$ cat src/port_cfg_regs.svh
/*
  Offsets, field layout and widths of the per-port configuration registers.
  Assumes it is included by bare name; definitions only.
*/
`ifndef PORT_CFG_REGS_SVH
`define PORT_CFG_REGS_SVH

// ----------------------------------------
// register offsets
// ----------------------------------------
`define CHARGE_SUPPORT_OFFSET 8'h06
`define REMOVABLE_OFFSET 8'h07
`define PORT_USED_OFFSET 8'h08

// ----------------------------------------
// field layout
// ----------------------------------------
`define PORT_FIELD_MSB 3
`define PORT_FIELD_W 4
`define RSVD_FIELD_W 4
`define RSVD_READ_VALUE 4'h0
`define RSVD_FIELD_MSB 7
`define RSVD_FIELD_LSB 4
`define NO_PORTS 4'h0
`define PORT_FIELD_MASK 8'h0f
`define ADDR_W 8
`define DATA_W 8

`endif

$ cat src/port_cfg_pkg.sv
/*
  Types shared by the per-port configuration register bank.
  Assumes port_cfg_regs.svh is compiled alongside.
*/
package port_cfg_pkg;
  // configuration source, gray coded along strap -> run
  typedef enum logic [1:0] {
    ST_STRAP = 2'h0,
    ST_RUN = 2'h1
  } cfg_state_t;
  typedef logic [3:0] port_mask_t;
endpackage

$ cat src/downstream_port_config_regs.sv
/*
  Per-port configuration registers of a four-port hub: charging support,
  removable and port-used masks, loaded from straps at reset release and
  then writable by an EEPROM loader (I2C mode) or SMBus host (SMBus mode).
  Assumes a byte-wide synchronous register port from the configuration
  front end; all inputs synchronous to clk_i.
*/
`timescale 1ns/1ps
`include "port_cfg_regs.svh"

// Functional notes
// - Bits 7:4 of all three registers ignore writes and read as zero.
// - Each charging support bit set to 1 means that port offers charging features.
// - Charging support bit n drives downstream port n.
// - Only charging bits of used ports may be replaced by EEPROM or host writes.
// - At reset release the charging field loads from the power-on/charge straps.
// - Each removable bit set to 1 reports that port's device as removable.
// - At reset release the removable field loads from the amber-LED straps.
// - Each port-used bit set to 1 marks that port as in use.
// - At reset release the port-used field loads from the green-LED straps.
// - I2C mode takes values from the EEPROM, SMBus mode from the SMBus host.
module downstream_port_config_regs (
  input wire logic clk_i, // core clock, 250 MHz
  input wire logic rst_i, // synchronous reset, active high
  input wire logic [3:0] power_on_charge_strap_i, // charge support straps
  input wire logic [3:0] amber_led_detachable_strap_i, // removable straps
  input wire logic [3:0] green_led_port_active_strap_i, // port-used straps
  input wire logic smbus_mode_i, // 1 = SMBus mode, 0 = I2C mode
  input wire logic eeprom_wr_i, // EEPROM loader write strobe
  input wire logic host_wr_i, // SMBus host write strobe
  input wire logic [7:0] wr_addr_i, // write register offset
  input wire logic [7:0] wr_data_i, // write data
  input wire logic [7:0] rd_addr_i, // read register offset
  output logic [7:0] rd_data_o, // registered read data
  output logic [3:0] charge_port_support_o, // per-port charging enable
  output logic [3:0] port_removable_o, // per-port removable flag
  output logic [3:0] port_used_o // per-port used flag
);

  // ----------------------------------------
  // state
  // ----------------------------------------
  port_cfg_pkg::cfg_state_t state;
  port_cfg_pkg::port_mask_t charge_port_support;
  port_cfg_pkg::port_mask_t port_removable_config;
  port_cfg_pkg::port_mask_t port_used_config;
  logic wr_en;

  // ----------------------------------------
  // write source selection
  // ----------------------------------------
  // source follows mode
  assign wr_en = (state == port_cfg_pkg::ST_RUN)
    && (smbus_mode_i ? host_wr_i : eeprom_wr_i);

  function automatic logic hit(input logic [7:0] a, input logic [7:0] off);
    hit = (a == off);
  endfunction

  // straps are caught by the first clock after release, never under reset
  always_ff @(posedge clk_i)
  begin
    if (rst_i)
      state <= port_cfg_pkg::ST_STRAP;
    else
      state <= port_cfg_pkg::ST_RUN;
  end

  // ----------------------------------------
  // charging support register
  // ----------------------------------------
  always_ff @(posedge clk_i)
  begin
    if (rst_i)
      charge_port_support <= '0;
    else if (state == port_cfg_pkg::ST_STRAP)
      charge_port_support <= power_on_charge_strap_i;
    else if (wr_en && hit(wr_addr_i, `CHARGE_SUPPORT_OFFSET))
      charge_port_support <= (wr_data_i[`PORT_FIELD_MSB:0] & port_used_config)
        | (charge_port_support & ~port_used_config);
  end

  // ----------------------------------------
  // removable register
  // ----------------------------------------
  always_ff @(posedge clk_i)
  begin
    if (rst_i)
      port_removable_config <= '0;
    else if (state == port_cfg_pkg::ST_STRAP)
      port_removable_config <= amber_led_detachable_strap_i;
    else if (wr_en && hit(wr_addr_i, `REMOVABLE_OFFSET))
      port_removable_config <= wr_data_i[`PORT_FIELD_MSB:0];
  end

  // ----------------------------------------
  // port used register
  // ----------------------------------------
  always_ff @(posedge clk_i)
  begin
    if (rst_i)
      port_used_config <= '0;
    else if (state == port_cfg_pkg::ST_STRAP)
      port_used_config <= green_led_port_active_strap_i;
    else if (wr_en && hit(wr_addr_i, `PORT_USED_OFFSET))
      port_used_config <= wr_data_i[`PORT_FIELD_MSB:0];
  end

  // ----------------------------------------
  // read port and outputs
  // ----------------------------------------
  always_ff @(posedge clk_i)
  begin
    if (rst_i)
      rd_data_o <= '0;
    else
    begin
      case (rd_addr_i)
        `CHARGE_SUPPORT_OFFSET: rd_data_o <= {`RSVD_READ_VALUE, charge_port_support};
        `REMOVABLE_OFFSET: rd_data_o <= {`RSVD_READ_VALUE, port_removable_config};
        `PORT_USED_OFFSET: rd_data_o <= {`RSVD_READ_VALUE, port_used_config};
        default: rd_data_o <= '0;
      endcase
    end
  end

  assign charge_port_support_o = charge_port_support;
  assign port_removable_o = port_removable_config;
  assign port_used_o = port_used_config;

  // ----------------------------------------
  // checks
  // ----------------------------------------
  // charge strap load
  property p_strap_charge;
    @(posedge clk_i) disable iff (rst_i)
    $fell(state == port_cfg_pkg::ST_STRAP) |->
      charge_port_support_o == $past(power_on_charge_strap_i);
  endproperty
  a_strap_charge: assert property (p_strap_charge)
    else $error("charge strap not loaded");

  property p_strap_rmb;
    @(posedge clk_i) disable iff (rst_i)
    $fell(state == port_cfg_pkg::ST_STRAP) |->
      port_removable_o == $past(amber_led_detachable_strap_i);
  endproperty
  a_strap_rmb: assert property (p_strap_rmb)
    else $error("removable strap not loaded");

  property p_strap_used;
    @(posedge clk_i) disable iff (rst_i)
    $fell(state == port_cfg_pkg::ST_STRAP) |->
      port_used_o == $past(green_led_port_active_strap_i);
  endproperty
  a_strap_used: assert property (p_strap_used)
    else $error("used strap not loaded");

  property p_unused_hold;
    @(posedge clk_i) disable iff (rst_i)
    state == port_cfg_pkg::ST_RUN ##1 state == port_cfg_pkg::ST_RUN |->
      ((charge_port_support_o ^ $past(charge_port_support_o)) & ~$past(port_used_o))
        == `NO_PORTS;
  endproperty
  a_unused_hold: assert property (p_unused_hold)
    else $error("unused charge bit changed");

  property p_rsvd_zero;
    @(posedge clk_i) disable iff (rst_i)
    rd_data_o[`RSVD_FIELD_MSB:`RSVD_FIELD_LSB] == `RSVD_READ_VALUE;
  endproperty
  a_rsvd_zero: assert property (p_rsvd_zero)
    else $error("reserved bits not zero");

  property p_no_write_hold;
    @(posedge clk_i) disable iff (rst_i)
    state == port_cfg_pkg::ST_RUN && !wr_en |=> $stable(port_removable_o)
      && $stable(port_used_o) && $stable(charge_port_support_o);
  endproperty
  a_no_write_hold: assert property (p_no_write_hold)
    else $error("register changed unwritten");

  property p_mode_source;
    @(posedge clk_i) disable iff (rst_i)
    state == port_cfg_pkg::ST_RUN && smbus_mode_i && !host_wr_i
      && hit(wr_addr_i, `REMOVABLE_OFFSET) |=> $stable(port_removable_o);
  endproperty
  a_mode_source: assert property (p_mode_source)
    else $error("eeprom write in smbus mode");

  property p_used_write;
    @(posedge clk_i) disable iff (rst_i)
    wr_en && hit(wr_addr_i, `PORT_USED_OFFSET) |=>
      {`NO_PORTS, port_used_o} == ($past(wr_data_i) & `PORT_FIELD_MASK);
  endproperty
  a_used_write: assert property (p_used_write)
    else $error("used write lost");

  property p_rmb_readback;
    @(posedge clk_i) disable iff (rst_i)
    rd_addr_i == `REMOVABLE_OFFSET |=>
      rd_data_o == {`RSVD_READ_VALUE, $past(port_removable_o)};
  endproperty
  a_rmb_readback: assert property (p_rmb_readback)
    else $error("removable readback wrong");

  property p_rmb_write;
    @(posedge clk_i) disable iff (rst_i)
    wr_en && hit(wr_addr_i, `REMOVABLE_OFFSET) |=>
      {`NO_PORTS, port_removable_o} == ($past(wr_data_i) & `PORT_FIELD_MASK);
  endproperty
  a_rmb_write: assert property (p_rmb_write)
    else $error("removable write lost");

  property p_charge_write;
    @(posedge clk_i) disable iff (rst_i)
    wr_en && hit(wr_addr_i, `CHARGE_SUPPORT_OFFSET) |=>
      {`NO_PORTS, charge_port_support_o}
        == (($past(wr_data_i) & {`NO_PORTS, $past(port_used_o)})
          | {`NO_PORTS, $past(charge_port_support_o) & ~$past(port_used_o)});
  endproperty
  a_charge_write: assert property (p_charge_write)
    else $error("charge write wrong");

  property p_unmapped_read;
    @(posedge clk_i) disable iff (rst_i)
    !hit(rd_addr_i, `CHARGE_SUPPORT_OFFSET) && !hit(rd_addr_i, `REMOVABLE_OFFSET)
      && !hit(rd_addr_i, `PORT_USED_OFFSET) |=>
      rd_data_o == {`RSVD_READ_VALUE, `NO_PORTS};
  endproperty
  a_unmapped_read: assert property (p_unmapped_read)
    else $error("unmapped read not zero");

endmodule

$ cat config.mk
export PLATFORM = sky130hd
export DESIGN_NAME = downstream_port_config_regs
export DESIGN_NICKNAME = d
export VERILOG_FILES = /design/src/port_cfg_pkg.sv /design/src/downstream_port_config_regs.sv
export VERILOG_INCLUDE_DIRS = /design/src
export SDC_FILE = /design/constraint.sdc
export NUM_CORES = 1
export LEC_CHECK = 0
export BUFFER_PORTS_ARGS = -buffer_cell sky130_fd_sc_hd__buf_4
export CAP_MARGIN = 20
export CORE_ASPECT_RATIO = 0.5
export CORE_UTILIZATION = 35
export DETAILED_ROUTE_END_ITERATION = 16
export GPL_TIMING_DRIVEN = 1
export PLACE_DENSITY_LB_ADDON = 0.25
export SYNTH_ARGS = -nofsm -noshare
export SYNTH_HDL_FRONTEND = slang
export SYNTH_SLANG_ARGS = --single-unit
$ cat constraint.sdc
create_clock -name clk_i -period 1.97 [get_ports clk_i]
set_input_delay 0 -clock clk_i [delete_from_list [all_inputs] [get_ports clk_i]]
set_output_delay 0 -clock clk_i [all_outputs]
set_load 0.005 [all_outputs]
==> results.md <==
- Status: finished, final reports clean
- Met3 usage: between 4 and 5%
- Most frequent cells in the layout: 54 x buf_4, 17 x dfxtp_1, 9 x mux2_2, 9 x nand2_1, 9 x mux2i_1
- Distinct cell type count after synthesis: 25
- Vias: ~1000
- Crit path kind: register to register
- Input/output buffers: 52
- Max clock buf depth: 2
- Max-Cap Viols: 0
- FF+latch count, synth: 17
- Remaining antenna violation count: 0
- Die area: approximately 0.0032 sq mm
- Slew Viols, Final: 0
- Ys Warns: 0
- Initial antenna violation count: 0
- Final Cycle Share: approximately 76%
- Pwr/cell area: between 500 and 600 mW/mm^2
- Starting Density: 38.1%
- TritonCTS buffer count: 3
- Clock skew: 2.54 ps
- Share of cells above drive strength 1: 43.8%
- Chip height: between 40 and 50 microns
- Busiest layer in global routing: met2
- H-tree depth: 1
- Post-DR vias/cell: 5.23
- Commonest non-fill, non-tap cell in the layout: buf_4
- RSZ-0062 raised after global routing: false
- Post_cts resized: 0
- Setup-failing EPs final: 0
- Tmin final: between 1000 and 1500 ps
- Post-Synth Adder-Cell Area: 0%
- Leading post-synthesis cells by cell area: dfxtp_1 33%, mux2_2 9.9%, mux2i_1 8.8%
- Remaining DRCs: 0
- First-iteration detailed-routing DRC count: 39
- Slew headroom: between 50 and 60%
- Worst Tran Pin Value: around 630 ps
- Area growth syn-to-layout: 46.5%
- Met2 global-route usage: between 30% and 40%
- Crit path DAT: approximately 1600 ps
- Mapped Cells: between 100 and 150
- CTS root buf: clkbuf_8
- XOR/XNOR share of the synthesized area: 0%
- Cell taking the most area after synthesis: dfxtp_1
- Peak VDD IR: around 0.3 mV
- Post-layout util: between 50% and 60%
- Largest net degree at the start of global routing: 14
- Final nets: between 200 and 250
- Multiplexer area fraction after synthesis: a little under a fifth
- Die Span X: approximately 80 microns
- Site row count: 13
- Simple-gate share of the synthesized area: between 20% and 30%
- CP max FO: 13
- Async SR Flop Fraction: 0%
- WL final: 2860 microns
- CTS tree: done
- Number of synthesized flops with an enable pin: 0
- Critical Path Source Type: register
- TritonRoute pass-1 iters: 4
- Post-detail-place hpwl: approximately 2300 microns
- Vias in the first global route: 910
- Top-area cell type share of the netlist area: around a third
- Clk_lat worst skew: approximately 250 ps
- Grt met1 use: about 27%
- Main combinational cell family by area after synthesis: simple AND/OR/NAND/NOR gates
- Total GRT Usage: 19.4%
- Leak: between 0.6 and 0.7 nW
- Grt ovf: 0
- Ant diodes: 0
- HP Class: input port to register
- Clock tree sinks: 17
- Peak Freq: about 670 MHz
- Setup crit end kind: register
- Clock slew at reported path FFs: roughly 70 ps
- Wire length per cell: between 10 and 15 microns
- Core area: between 0.002 and 0.003 sq mm
- Setup_tns: 0 ps
- First-pass GRT wire length: 4420 microns
- Final hold viol count: 0
- Compound-Gate Fraction of Synth Area: 18.2%
- GP Congestion: 0.798
- Boundary Pins: a little over 60
- Main flop type after synthesis: dfxtp_1
- Sequential area share after synthesis: around a third
- Power consumption: approximately 0.85 mW
- Synthesized cell area: between 0.001 and 0.0015 sq mm
- Crit path required time: 2090 ps
- Synth Area per Inst: 9.74 sq um
cell usage after synthesis, types with 4 or more instances:
cell and number:
a22oi_1 4, buf_4 4, nand2_1 9, and4b_1 5
dfxtp_1 17, a311oi_1 8, a211oi_1 4, o41ai_1 4
nand4_1 4, mux2i_1 9, nor2_1 8, nand3b_1 5
mux2_2 9
kinds of logic after synthesis:
family | count (synthesis)
AOI/OAI and AO/OA | 22
buffers and inverters | 9
DFF | 17
muxes | 18
other | 1
and+or+nand+nor | 38
routing by layer:
layer | part of all wire (%) | vias up
li1 | - | 524
met1 | 51 | 476
met2 | 43 | 29
met3 | 4.7 | 2
met4 | 0.45 | 0
met5 | 0 | -
power breakdown:
part           internal, mW  switching, mW  leakage, nW
logic                 0.115         0.0779        0.486
clock network         0.144          0.121       0.0228
registers             0.363         0.0247        0.140
total                 0.621          0.224        0.649
worst paths after layout:
| check | start | to | slack, ps | cells past startpoint |
|---|---|---|---|---|
| worst min register to register | register | register | 510 | 2 |
| worst max register to register | state[0] | register | 480 | 4 |
| worst min-delay path | power_on_charge_strap_i[2] | register | 20 | 3 |
| worst max-delay path | state[0] | register | 480 | 4 |
final cells by class:
type                    count  area (sq um)
fillers                   260          1190
multi-input cells          82           643
repair buffers             55           415
flip-flops and latches     17           340
well taps                  37          46.3
clock buffers               4          45.0
inverters                   2          7.51
what timing repair did:
item	in CTS	in global routing
hold endpoints to repair	4	0
setup endpoints to repair	0	0
hold buffers	1	0
buffers inserted	0	0
worst max-delay path, cell delays in order, from the launching register on:
cell	delay, ps
dfxtp_1	600
buf_4	260
nand3b_1	90
o41ai_1	280
a311oi_1	140
metrics by stage:
step | std cells | hold WS [ps] | instance area (sq um) | setup slack, ps
6_report | 197 | 24.7 | 1500 | 477
5_1_grt | 197 | 34.0 | 1500 | 365
4_1_cts | 197 | 27.3 | 1500 | 480
3_5_place_dp | 192 | 262 | 1440 | 483
3_3_place_gp | 192 | 266 | 1440 | 513
2_1_floorplan | 108 | 170 | 1030 | 806
(Power assumes the default switching activity.)
